<file path="src/include/mws_pins_regs.vh">
// Constants for the multi-width serial pin front end.
// Assumes inclusion by bare name from the design file; definitions only.
`ifndef MWS_PINS_REGS_VH
`define MWS_PINS_REGS_VH

// ***************************************************************
// Lane width codes
// ***************************************************************
`define WIDTH_SINGLE   2'h0
`define WIDTH_DUAL     2'h1
`define WIDTH_QUAD     2'h2

// ***************************************************************
// Byte framing
// ***************************************************************
`define INSTR_BITS     4'h8
`define BYTE_BITS      4'h8

// ***************************************************************
// Synchroniser depth and reset value of the lane outputs
// ***************************************************************
`define SYNC_STAGES    2
`define LANES_RESET    4'h0
// Synchroniser reset: lanes high as pulled, select high, clock low, reset pin low
`define SYNC_RESET     7'h7C

`endif

</file>
<file path="src/rtl/multi_width_serial_pin_interface.v">
// Pin-level front end of a serial memory: samples select, clock and four lanes,
// assembles received bytes and shifts out transmit bytes one, two or four bits
// per serial clock. Assumes a command decoder beside it that supplies the width
// of each phase and the quad enable bit, and a tri-state pad ring that turns
// each output / output-enable pair into a pin.
//
// Operation
// - Hardware reset pin low returns to standby
// - All traffic moves serially over lane pins
// - Single, dual and quad widths supported
// - Lane 0 input, bidirectional in wide commands
// - Lane 1 output, bidirectional in wide commands
// - Lane 2 write protect unless quad enabled
// - Lane 3 pause input unless quad operation
// - Sample on rising, drive on falling edge
// - Select high ignores inputs except write protect, outputs float
// - Quad enable bit selects lanes 2, 3 data
`include "mws_pins_regs.vh"

module multi_width_serial_pin_interface (
   input  wire       clock_i,
   input  wire       rstn_i,
   input  wire       hw_reset_n_i,
   input  wire       sck_i,
   input  wire       cs_n_i,
   input  wire [3:0] lane_i,
   output reg  [3:0] lane_o,
   output reg  [3:0] lane_oe_n_o,
   input  wire       quad_enable_bit_i,
   input  wire [1:0] rx_width_i,
   input  wire [1:0] tx_width_i,
   input  wire       tx_active_i,
   input  wire       tx_load_i,
   input  wire [7:0] tx_data_i,
   output reg        tx_empty_o,
   output reg  [7:0] rx_data_o,
   output reg        rx_valid_o,
   output reg        rx_instr_o,
   output reg        selected_o,
   output reg        paused_o,
   output reg        write_protect_n_o,
   output reg        standby_o
);

   // ***************************************************************
   // Helpers
   // ***************************************************************

   // Bits moved per serial clock edge for a width code
   function [3:0] step_of;
      input [1:0] width;
      input       quad_en;
      begin
         case (width)
            `WIDTH_DUAL: step_of = 4'h2;
            `WIDTH_QUAD: step_of = quad_en ? 4'h4 : 4'h2;
            default:     step_of = 4'h1;
         endcase
      end
   endfunction

   // ***************************************************************
   // Pin synchronisers
   // ***************************************************************
   reg  [6:0] sync1_reg;
   reg  [6:0] sync2_reg;
   reg        sck_prev_reg;

   // Two stages on every pin; only the second stage feeds logic.
   // Reset values match the idle levels of clock, select and lanes so no false edge follows reset.
   always @(posedge clock_i or negedge rstn_i) begin
      if (!rstn_i) begin
         sync1_reg    <= `SYNC_RESET;
         sync2_reg    <= `SYNC_RESET;
         sck_prev_reg <= 1'b0;
      end else begin
         sync1_reg    <= {lane_i, cs_n_i, sck_i, hw_reset_n_i};
         sync2_reg    <= sync1_reg;
         sck_prev_reg <= sync2_reg[1];
      end
   end

   wire       hwrst_n_s = sync2_reg[0];
   wire       sck_s     = sync2_reg[1];
   wire       cs_n_s    = sync2_reg[2];
   wire [3:0] lane_s    = sync2_reg[6:3];
   wire       sck_rise  = sck_s & ~sck_prev_reg;
   wire       sck_fall  = ~sck_s & sck_prev_reg;

   // ***************************************************************
   // Lane roles
   // ***************************************************************

   // Lanes 2 and 3 carry data only when the quad enable bit is set
   wire       quad_mode = quad_enable_bit_i;
   // Pause pin only counts outside quad operation
   wire       hold_req  = ~quad_mode & ~lane_s[3] & ~cs_n_s;
   // Clean frame: select low, no hardware reset
   wire       frame_on  = ~cs_n_s & hwrst_n_s;
   wire [3:0] rx_step   = step_of(rx_width_i, quad_mode);
   wire [3:0] tx_step   = step_of(tx_width_i, quad_mode);

   // ***************************************************************
   // Control state
   // ***************************************************************
   reg  [7:0] rx_shift_reg;
   reg  [3:0] rx_count_reg;
   reg        instr_done_reg;
   reg  [7:0] tx_shift_reg;
   reg  [3:0] tx_count_reg;
   reg        hold_reg;

   // Hold starts only while the serial clock is low; it ends then or when the frame closes
   always @(posedge clock_i or negedge rstn_i) begin
      if (!rstn_i) begin
         hold_reg <= 1'b0;
      end else if (!frame_on) begin
         hold_reg <= 1'b0;
      end else if (!sck_s) begin
         hold_reg <= hold_req;
      end
   end

   wire active = frame_on & ~hold_reg;

   // Receive: sample lanes on the rising serial clock edge
   always @(posedge clock_i or negedge rstn_i) begin
      if (!rstn_i) begin
         rx_shift_reg   <= 8'h00;
         rx_count_reg   <= 4'h0;
         instr_done_reg <= 1'b0;
         rx_data_o      <= 8'h00;
         rx_valid_o     <= 1'b0;
         rx_instr_o     <= 1'b0;
      end else begin
         rx_valid_o <= 1'b0;
         if (!frame_on) begin
            // Deselect or reset pin abandons any partial byte
            rx_count_reg   <= 4'h0;
            instr_done_reg <= 1'b0;
         end else if (active && sck_rise) begin
            if (!instr_done_reg) begin
               // Instruction always arrives one bit per clock on lane 0
               rx_shift_reg <= {rx_shift_reg[6:0], lane_s[0]};
               if (rx_count_reg == `INSTR_BITS - 4'h1) begin
                  rx_count_reg   <= 4'h0;
                  instr_done_reg <= 1'b1;
                  rx_data_o      <= {rx_shift_reg[6:0], lane_s[0]};
                  rx_valid_o     <= 1'b1;
                  rx_instr_o     <= 1'b1;
               end else begin
                  rx_count_reg <= rx_count_reg + 4'h1;
               end
            end else begin
               case (rx_step)
                  4'h4: rx_shift_reg <= {rx_shift_reg[3:0], lane_s};
                  4'h2: rx_shift_reg <= {rx_shift_reg[5:0], lane_s[1:0]};
                  default: rx_shift_reg <= {rx_shift_reg[6:0], lane_s[0]};
               endcase
               if (rx_count_reg + rx_step >= `BYTE_BITS) begin
                  rx_count_reg <= 4'h0;
                  rx_valid_o   <= 1'b1;
                  rx_instr_o   <= 1'b0;
                  case (rx_step)
                     4'h4: rx_data_o <= {rx_shift_reg[3:0], lane_s};
                     4'h2: rx_data_o <= {rx_shift_reg[5:0], lane_s[1:0]};
                     default: rx_data_o <= {rx_shift_reg[6:0], lane_s[0]};
                  endcase
               end else begin
                  rx_count_reg <= rx_count_reg + rx_step;
               end
            end
         end
      end
   end

   // Transmit: new bits appear on the falling serial clock edge
   always @(posedge clock_i or negedge rstn_i) begin
      if (!rstn_i) begin
         tx_shift_reg <= 8'h00;
         tx_count_reg <= 4'h0;
         tx_empty_o   <= 1'b1;
         lane_o       <= `LANES_RESET;
      end else if (!frame_on) begin
         tx_count_reg <= 4'h0;
         tx_empty_o   <= 1'b1;
      end else if (tx_load_i) begin
         // A load while a byte is still going out replaces it
         tx_shift_reg <= tx_data_i;
         tx_count_reg <= `BYTE_BITS;
         tx_empty_o   <= 1'b0;
      end else if (active && sck_fall && tx_active_i && tx_count_reg != 4'h0) begin
         case (tx_step)
            4'h4: begin
               lane_o       <= tx_shift_reg[7:4];
               tx_shift_reg <= {tx_shift_reg[3:0], 4'h0};
            end
            4'h2: begin
               lane_o       <= {2'h0, tx_shift_reg[7:6]};
               tx_shift_reg <= {tx_shift_reg[5:0], 2'h0};
            end
            default: begin
               lane_o       <= {2'h0, tx_shift_reg[7], 1'b0};
               tx_shift_reg <= {tx_shift_reg[6:0], 1'b0};
            end
         endcase
         if (tx_count_reg <= tx_step) begin
            tx_count_reg <= 4'h0;
            tx_empty_o   <= 1'b1;
         end else begin
            tx_count_reg <= tx_count_reg - tx_step;
         end
      end
   end

   // ***************************************************************
   // Output enables and status
   // ***************************************************************
   reg [3:0] oe_n_next;

   // Drive only the lanes the current width owns; float the rest
   always @* begin
      oe_n_next = 4'hF;
      if (active && tx_active_i) begin
         case (tx_step)
            4'h4:    oe_n_next = 4'h0;
            4'h2:    oe_n_next = 4'hC;
            default: oe_n_next = 4'hD;
         endcase
      end
   end

   // Registered status; write protect reads high in quad mode
   always @(posedge clock_i or negedge rstn_i) begin
      if (!rstn_i) begin
         lane_oe_n_o       <= 4'hF;
         selected_o        <= 1'b0;
         paused_o          <= 1'b0;
         write_protect_n_o <= 1'b1;
         standby_o         <= 1'b1;
      end else begin
         lane_oe_n_o       <= oe_n_next;
         selected_o        <= frame_on;
         paused_o          <= hold_reg;
         write_protect_n_o <= quad_mode | lane_s[2];
         standby_o         <= ~frame_on;
      end
   end

endmodule // multi_width_serial_pin_interface

</file>
<file path="config.mk">
export PLATFORM = sky130hd
export DESIGN_NAME = multi_width_serial_pin_interface
export DESIGN_NICKNAME = d
export VERILOG_FILES = /design/src/rtl/multi_width_serial_pin_interface.v
export VERILOG_INCLUDE_DIRS = /design/src /design/src/include
export SDC_FILE = /design/constraint.sdc
export NUM_CORES = 1
export LEC_CHECK = 0
export BUFFER_PORTS_ARGS = -buffer_cell sky130_fd_sc_hd__buf_2
export CELL_PAD_IN_SITES_DETAIL_PLACEMENT = 0
export CELL_PAD_IN_SITES_GLOBAL_PLACEMENT = 1
export CORE_UTILIZATION = 37
export CTS_CLUSTER_SIZE = 28
export DETAILED_ROUTE_END_ITERATION = 8
export PLACE_DENSITY_LB_ADDON = 0.08
export SYNTH_ARGS = -nofsm -noshare
export SYNTH_HDL_FRONTEND = slang
export SYNTH_SLANG_ARGS = --single-unit
export TNS_END_PERCENT = 10
</file>
<file path="constraint.sdc">
create_clock -name clock_i -period 2.6 [get_ports clock_i]
set_clock_uncertainty 0.15 [all_clocks]
set_input_delay 0.52 -clock clock_i [delete_from_list [all_inputs] [get_ports clock_i]]
set_output_delay 0.52 -clock clock_i [all_outputs]
set_load 0.05 [all_outputs]
</file>
==> run metrics, run 1 <==
number of enable-type register cells in the synthesized netlist=0; number of register bits inferred by synthesis=62; cell chosen for the clock root=clkbuf_8; result of the run=completed; count of unresolved DRC violations after routing=0; fin crit period=2.45 ns; detailed router's first-iteration violation count=90; Critical Path, Cell by Cell=buf_2 -> inv_1 -> ha_1 -> nor2b_1 -> nor2_1 -> or2_2 -> inv_1 -> fa_1 -> nor2b_1 -> o21ai_0 -> nor2b_1 -> or4_4 -> o21ai_1; Critical Path Start Type=primary input; post-synthesis instance area=2930 um^2; Post-synth ARST share=100%; number of ports placed on the die boundary=47; endpoint required time on the critical path=2.70 ns; leakage power figure=between 0.0015 and 0.002 uW; Hold Buf Count CTS=0; commonest cells after routing, fill and taps aside=dfrtp_1, buf_2, nand2_1; global-route wire length before repair=10.5 mm; clock tree from TritonCTS=yes; power spent charging and discharging nets=625 uW; Post-Synthesis Net Count=just under 300; clock sink total=62; total vias in the final route=2131; row cnt=32; count of nets left with antenna violations after detail routing=0; share of the core filled with cells=approximately 48%; worst stage delay on the critical path=0.44 ns; Cell Count, Final, Fillers Out=431; Distinct cells, synth=48; cell family with the largest share of critical-path delay=simple AND/OR/NAND/NOR gates; yosys warns=0; summed negative setup slack over all endpoints=0 ns; synth-to-layout area growth=26.8%; power per standard cell area=645 nW/um^2; number of maximum-capacitance violations=0; cts bufs inserted=9; class of the tightest hold or removal check=in -> async; fraction of final layout cells with drive strength greater than 1=39.8%; width of the die=91.1 um; largest buffer count on any clock path=2; clock insertion delay at the later pin of the skew report=0.33 ns; upper clock frequency limit=a little over 400 MHz; Critical Path Fanout Max=3; type of element capturing the critical path=flop; total gr overflow=0; number of setup violations in the final report=0; Most used DFF post-synth=dfrtp_1; share of total power in combinational logic=a little over an eighth; share of power burned in registers=46.6%; placed cell count=415; clock network fraction of design power=39.9%; vias in the first global route=2100; number of inserted filler cells in the final layout=between 700 and 800; Worst EP arrival=about 2.6 ns; combined global-route utilization of all metal layers=around 16%; clock slew at reported path FFs=0.08 ns; cell with the largest stage delay on the worst path=or4_4; Switching Share=26.1%; kind of critical path=in -> reg; largest net degree at the start of global routing=63; Pre-Repair DR Iteration Count=4; drt via density=between 4 and 5; final WL=6.03 mm; ratio of final minimum period to clock period=~94%; average detailed-routed wire length per instance=14.0 um; total power consumption of the routed design=2400 uW; number of diodes added for antenna fixing=0; initial antenna violation count=0; part of the Yosys area used for sequential elements=53.6%; Die ar.=8290 um^2; most repeated library cell on the critical path=nor2b_1; Max IR drop VDD=337 uV; weighted congestion at the end of routability-driven global placement=~0.8; H-tree depth=3; slew at the pin with the worst max-slew slack=about 0.74 ns; Max-slew headroom=approximately half; starting density of the core=a little under two fifths; post-DP HPWL=4.29 mm; port buffer count=46; internal power component=1770 uW; core footprint=7690 um^2; Mapped Avg Cell Area=11.4 um^2; number of pins exceeding their max-slew limit in the final report=0; instance count of the mapped netlist=about 260; hold slack final=0.0374 ns; net count of the finished layout=~360; count of buffering cells on the critical path with inverters included=3; floorplan die height=91.1 um; unrepaired setup endpoints after global routing=false; count of endpoints failing hold in the final timing report=0
cells in the mapped netlist (2+ instances only):
master,number,area (um^2)
nor3_1,5,25.0
nand2_1,19,71.3
a21oi_1,11,55.1
nand3_1,3,15.0
nor3b_2,2,25.0
buf_2,2,10.0
a31oi_1,2,12.5
and2_1,2,12.5
o31ai_1,7,52.6
inv_1,15,56.3
dfrtp_1,46,1150
a211oi_1,5,37.5
a22oi_1,8,60.1
a21o_1,2,15.0
nor2_1,9,33.8
fa_1,2,40.0
mux2_2,16,180
a221oi_1,3,26.3
dfstp_2,16,420
o21ai_1,8,40.0
clkbuf_1,6,22.5
nor2b_1,11,68.8
o2bb2ai_1,7,61.3
a22o_1,4,35.0
xnor2_1,2,17.5
o21ai_0,8,40.0
or2_2,4,25.0
ha_1,11,138
nor4_1,2,12.5
cells by family after synthesis:
kind of cell / count (synthesis) / share of synthesized area (%)
flip-flops: 62 / 53.6
multiplexers: 17 / 6.48
AND/OR/NAND/NOR: 67 / 13.4
XOR/XNOR: 3 / 0.896
AO/OA/AOI/OAI: 69 / 16.0
adder cells (fa/ha/maj): 13 / 6.06
buffers and inverters: 26 / 3.54
worst paths after layout:
kind / startpoint / end / slack, ns / cells past startpoint
min in group clock_i: cs_n_i / sync1_reg[2] / 0.14 / 1
hold reg to reg: sync1_reg[1] / sync2_reg[1] / 0.20 / 0
hold / removal: rstn_i / rx_data_o[7] / 0.04 / 2
max in group asynchronous: rstn_i / tx_empty_o / 1.94 / 2
setup / recovery: tx_width_i[0] / tx_count_reg[1] / 0.15 / 13
setup reg to reg: sync2_reg[2] / tx_count_reg[1] / 0.22 / 7
layout make-up:
cell class,count,area (um^2),area share (%)
inverter,17,63.8,1.72
tap,102,128,3.43
multi-input combinational,169,1340,35.9
timing repair buffer,65,398,10.7
clock buffer,11,141,3.80
sequential,62,1570,42.2
clock inverter,5,82.6,2.22
metal layers:
metal / vias up / global-route usage [%] / wire, um
met3: 6 / 3.69 / 203
met4: 0 / 6.75 / 68
met2: 43 / 22.8 / 2610
met5: - / 0 / 0
met1: 1021 / 23.8 / 3160
li1: 1061 / - / -
power by group through the flow:
stage | Combinational [uW] | Clock (uW) | Sequential [uW]
floorplan | 199 | 0 | 1130
global placement | 327 | 0 | 1130
detailed placement | 329 | 0 | 1130
CTS | 331 | 986 | 1120
global route | 369 | 1030 | 1130
finish | 325 | 957 | 1120
per-stage QoR:
| stage | instance area, um^2 | worst slack, ns |
|---|---|---|
| after CTS | 3710 | 0.00366 |
| final | 3720 | 0.151 |
| after global placement | 3490 | -0.138 |
| after global routing | 3720 | 0.00183 |
| after detailed placement | 3490 | -0.212 |
| after floorplan | 3000 | 0.0123 |
what timing repair did:
action	CTS	global route
endpoints found under the setup margin	0	9
gates resized for setup	0	2
setup buffers	0	0
No activity file was read; power rests on OpenSTA's default activity.
==> inputs of run 2 (changes only) <==
--- a/config.mk
+++ b/config.mk
@@ -12,6 +12,7 @@
 export CORE_UTILIZATION = 37
 export CTS_CLUSTER_SIZE = 28
 export DETAILED_ROUTE_END_ITERATION = 8
+export MAX_ROUTING_LAYER = met4
 export PLACE_DENSITY_LB_ADDON = 0.08
 export SYNTH_ARGS = -nofsm -noshare
 export SYNTH_HDL_FRONTEND = slang
==> run metrics, run 2 (synthesis results as in run 1) <==
result of the run=completed; final WL=6.03 mm; total power consumption of the routed design=~2400 uW; drt via density=4.97; synth-to-layout area growth=26.8%; cell chosen for the clock root=clkbuf_8; number of inserted filler cells in the final layout=748; average detailed-routed wire length per instance=14.0 um; largest buffer count on any clock path=2; Max IR drop VDD=337 uV; ratio of final minimum period to clock period=94.2%; Max-slew headroom=50.5%; H-tree depth=3; net count of the finished layout=361; number of diodes added for antenna fixing=0; vias in the first global route=2104; class of the tightest hold or removal check=in -> async; core footprint=7690 um^2; clock sink total=62; Critical Path Start Type=primary input; leakage power figure=around 0.0017 uW; power per standard cell area=644 nW/um^2; commonest cells after routing, fill and taps aside=dfrtp_1, buf_2, nand2_1; Pre-Repair DR Iteration Count=4; clock insertion delay at the later pin of the skew report=0.33 ns; slew at the pin with the worst max-slew slack=roughly 0.74 ns; cts bufs inserted=9; area used by multi-input combinational logic=1340 um^2; r2r setup slk=0.21 ns; kind of critical path=in -> reg; Worst EP arrival=between 2 and 3 ns; count of endpoints failing hold in the final timing report=0; width of the die=91.1 um; number of maximum-capacitance violations=0; type of element capturing the critical path=flop; initial antenna violation count=0; Cell Count, Final, Fillers Out=431; Hold Buf Count CTS=0; count of nets left with antenna violations after detail routing=0; endpoint required time on the critical path=2.70 ns; weighted congestion at the end of routability-driven global placement=0.791; Die ar.=8290 um^2; total gr overflow=0; number of cells on the worst reg-to-reg path=7; post-DP HPWL=4.29 mm; row cnt=32; fin crit period=2.45 ns; number of ports placed on the die boundary=47; Critical Path Fanout Max=3; number of setup violations in the final report=0; fraction of final layout cells with drive strength greater than 1=39.8%; detailed router's first-iteration violation count=91; unrepaired setup endpoints after global routing=false; placed cell count=415; area occupied by registers=roughly 1600 um^2; largest net degree at the start of global routing=between 60 and 70; count of unresolved DRC violations after routing=0; floorplan die height=91.1 um; post-CTS setup-driven buffer insertion count=0; total vias in the final route=2140; starting density of the core=38.2%; number of pins exceeding their max-slew limit in the final report=0; clock slew at reported path FFs=0.08 ns; clock tree from TritonCTS=yes; upper clock frequency limit=408 MHz; global-route wire length before repair=10.5 mm; combined global-route utilization of all metal layers=16.7%; port buffer count=46
## run 2: cell counts in the layout (fill, tap and decap cells not counted)
No cell type changed its count.
## run 2: worst paths after layout
check	to	start
max	tx_count_reg[1]	tx_width_i[0]
min	rx_data_o[7]	rstn_i
min reg2reg	sync2_reg[1]	sync1_reg[1]
max in group asynchronous	tx_empty_o	rstn_i
min in group clock_i	sync1_reg[2]	cs_n_i
max reg2reg	tx_count_reg[1]	sync2_reg[2]
## run 2: repair_timing
item	CTS	global route
setup endpoints to repair	0	9
hold endpoints to repair	0	0
resized for setup	0	2
## run 2: stage by stage
step	hold WS [ns]	TNS [ns]	util (%)	instance area [um^2]	setup WS [ns]
3_3_place_gp	0.187	-1.35	45.4	3490	-0.138
2_1_floorplan	0.0744	0	-	3000	0.0123
4_1_cts	0.0370	0	48.3	3710	0.00366
6_report	0.0382	0	48.4	3720	0.151
3_5_place_dp	0.191	-1.71	45.4	3490	-0.212
5_1_grt	0.0564	0	48.4	3720	0.00344
## run 2: power breakdown
group	total [uW]	switching (uW)	internal [uW]
combinational	325	168	158
clock	954	385	568
sequential	1120	69.2	1050
total	2400	622	1770
## run 2: worst max-delay path: stages
cell and delay (ns):
buf_2 0.09, inv_1 0.04, ha_1 0.19, nor2b_1 0.14, nor2_1 0.07, or2_2 0.11, inv_1 0.05, fa_1 0.41
nor2b_1 0.12, o21ai_0 0.09, nor2b_1 0.16, or4_4 0.44, o21ai_1 0.13
## run 2: final cells by class
| type | count | share of cell area (%) |
|---|---|---|
| Clock inverter | 5 | 2.22 |
| Inverter | 17 | 1.72 |
| Multi-Input combinational cell | 169 | 35.9 |
| Sequential cell | 62 | 42.2 |
| Tap cell | 102 | 3.43 |
| Clock buffer | 11 | 3.80 |
| Timing Repair Buffer | 65 | 10.7 |
## run 2: layer usage
layer	vias up	GRT usage (%)	wire [um]
met2	57	22.9	2600
met4	0	5.95	38
met1	1019	23.9	3110
li1	1062	-	-
met3	2	4.02	279
met5	-	-	0
==> inputs of run 3 (changes only) <==
--- a/config.mk
+++ b/config.mk
@@ -13,7 +13,7 @@
 export CTS_CLUSTER_SIZE = 28
 export DETAILED_ROUTE_END_ITERATION = 8
 export MAX_ROUTING_LAYER = met4
-export PLACE_DENSITY_LB_ADDON = 0.08
+export PLACE_DENSITY_LB_ADDON = 0.1
 export SYNTH_ARGS = -nofsm -noshare
 export SYNTH_HDL_FRONTEND = slang
 export SYNTH_SLANG_ARGS = --single-unit
==> run metrics, run 3 (synthesis results as in run 1) <==
starting density of the core=38.2%; count of endpoints failing hold in the final timing report=0; number of pins exceeding their max-slew limit in the final report=0; core footprint=7690 um^2; global-route wire length before repair=10.3 mm; weighted congestion at the end of routability-driven global placement=0.836; total vias in the final route=between 2000 and 2500; total gr overflow=0; net count of the finished layout=362; unrepaired setup endpoints after global routing=false; slew at the pin with the worst max-slew slack=0.526 ns; commonest cells after routing, fill and taps aside=dfrtp_1, buf_2, nand2_1; Critical Path Start Type=primary input; synth-to-layout area growth=25.9%; Max-slew headroom=64.7%; detailed router's first-iteration violation count=between 80 and 90; row cnt=32; most repeated library cell on the critical path=nor2b_1; Die ar.=8290 um^2; floorplan die height=between 90 and 100 um; combined global-route utilization of all metal layers=between 10% and 20%; type of element capturing the critical path=flop; drt via density=4.94; count of nets left with antenna violations after detail routing=0; Critical Path Stages=13; power per standard cell area=616 nW/um^2; placed cell count=416; cts bufs inserted=9; Cell Count, Final, Fillers Out=432; width of the die=91.1 um; kind of critical path=in -> reg; number of maximum-capacitance violations=0; cell chosen for the clock root=clkbuf_8; count of buffering cells on the critical path with inverters included=3; cell family with the largest share of critical-path delay=simple AND/OR/NAND/NOR gates; worst stage delay on the critical path=0.44 ns; fraction of final layout cells with drive strength greater than 1=39.7%; cell with the largest stage delay on the worst path=or4_4; port buffer count=46; average detailed-routed wire length per instance=14.1 um; Critical Path Fanout Max=3; clock tree from TritonCTS=yes; count of unresolved DRC violations after routing=0; result of the run=completed; leakage power figure=0.00172 uW; upper clock frequency limit=414 MHz; clock insertion delay at the later pin of the skew report=0.33 ns; class of the tightest hold or removal check=in -> async; Pre-Repair DR Iteration Count=4; largest buffer count on any clock path=2; number of cells on the worst reg-to-reg path=8; Max IR drop VDD=304 uV; number of setup violations in the final report=0; ratio of final minimum period to clock period=92.8%; Critical Path, Cell by Cell=buf_2 -> inv_1 -> ha_1 -> nor2b_1 -> nor2_1 -> or2_2 -> inv_1 -> fa_2 -> nor2b_1 -> o21ai_0 -> nor2b_1 -> or4_4 -> o21ai_1; number of inserted filler cells in the final layout=747; hold slack final=0.0451 ns; fin crit period=2.41 ns; clock slew at reported path FFs=0.07 ns; initial antenna violation count=0; Worst EP arrival=2.52 ns; post-DP HPWL=approximately 4.3 mm; largest net degree at the start of global routing=63; endpoint required time on the critical path=between 2 and 3 ns; H-tree depth=3; clock sink total=62; final WL=6.09 mm; number of diodes added for antenna fixing=0; number of ports placed on the die boundary=47; vias in the first global route=roughly 2100
run 3: cell types whose count changed in the layout (fill, tap and decap cells not counted):
cell and change:
clkinv_4 -2, a21oi_1 +1, a21oi_2 -1, buf_4 +1, bufinv_16 -1, clkbuf_1 +1, clkinv_2 +1, clkinvlp_4 +1
fa_1 -1, fa_2 +1
run 3: metrics by stage:
step           total power (uW)  setup TNS, ns  setup slack [ns]  util [%]  area, um^2
2_1_floorplan              1330              0            0.0123         -        3000
3_3_place_gp               1460          -1.38            -0.130      45.5        3500
3_5_place_dp               1460          -1.64            -0.212      45.5        3500
4_1_cts                    2310              0             0.139      48.0        3690
5_1_grt                    2400              0            0.0439      48.1        3690
6_report                   2280              0             0.187      48.1        3690
run 3: path summary, 6_finish.rpt:
kind	start	end	slack [ns]
max	tx_width_i[0]	tx_count_reg[2]	0.19
max in group asynchronous	rstn_i	sync2_reg[6]	1.95
min in group clock_i	lane_i[0]	sync1_reg[3]	0.13
min reg2reg	sync1_reg[0]	sync2_reg[0]	0.20
max reg2reg	tx_count_reg[0]	tx_count_reg[2]	0.45
min	rstn_i	rx_count_reg[1]	0.05
run 3: worst reg2reg max path, stage by stage (launching register included):
cell and delay [ns]:
dfrtp_1 0.37, inv_1 0.05, ha_1 0.22, fa_2 0.35, nor2b_1 0.10, o21ai_0 0.09, nor2b_1 0.16, or4_4 0.44
o21ai_1 0.14
run 3: cell type report:
type | count | area (um^2) | area share, %
Clock buffer | 12 | 145 | 3.93
Clock inverter | 4 | 47.5 | 1.29
Inverter | 17 | 63.8 | 1.73
Multi-Input combinational cell | 169 | 1330 | 36.1
Sequential cell | 62 | 1570 | 42.5
Tap cell | 102 | 128 | 3.45
Timing Repair Buffer | 66 | 405 | 11.0
run 3: repair_timing:
action | in CTS | in global routing
hold buffers | 0 | 0
setup buffers | 0 | 0
endpoints found under the setup margin | 0 | 2
resized for setup | 0 | 2
run 3: power breakdown:
part           switching, uW  internal (uW)
Combinational            169            159
Clock                    364            466
Sequential              68.7           1050
Total                    602           1670
run 3: routing by layer:
metal  share of wire [%]  wire length [um]  vias to the layer above  GRT usage [%]
met1                  52              3140                     1032           22.9
met3                 3.3               200                       10           3.35
met2                  43              2640                       41           23.6
met5                   0                 0                        -              -
li1                    -                 -                     1051              -
met4                 1.8               110                        0           7.80
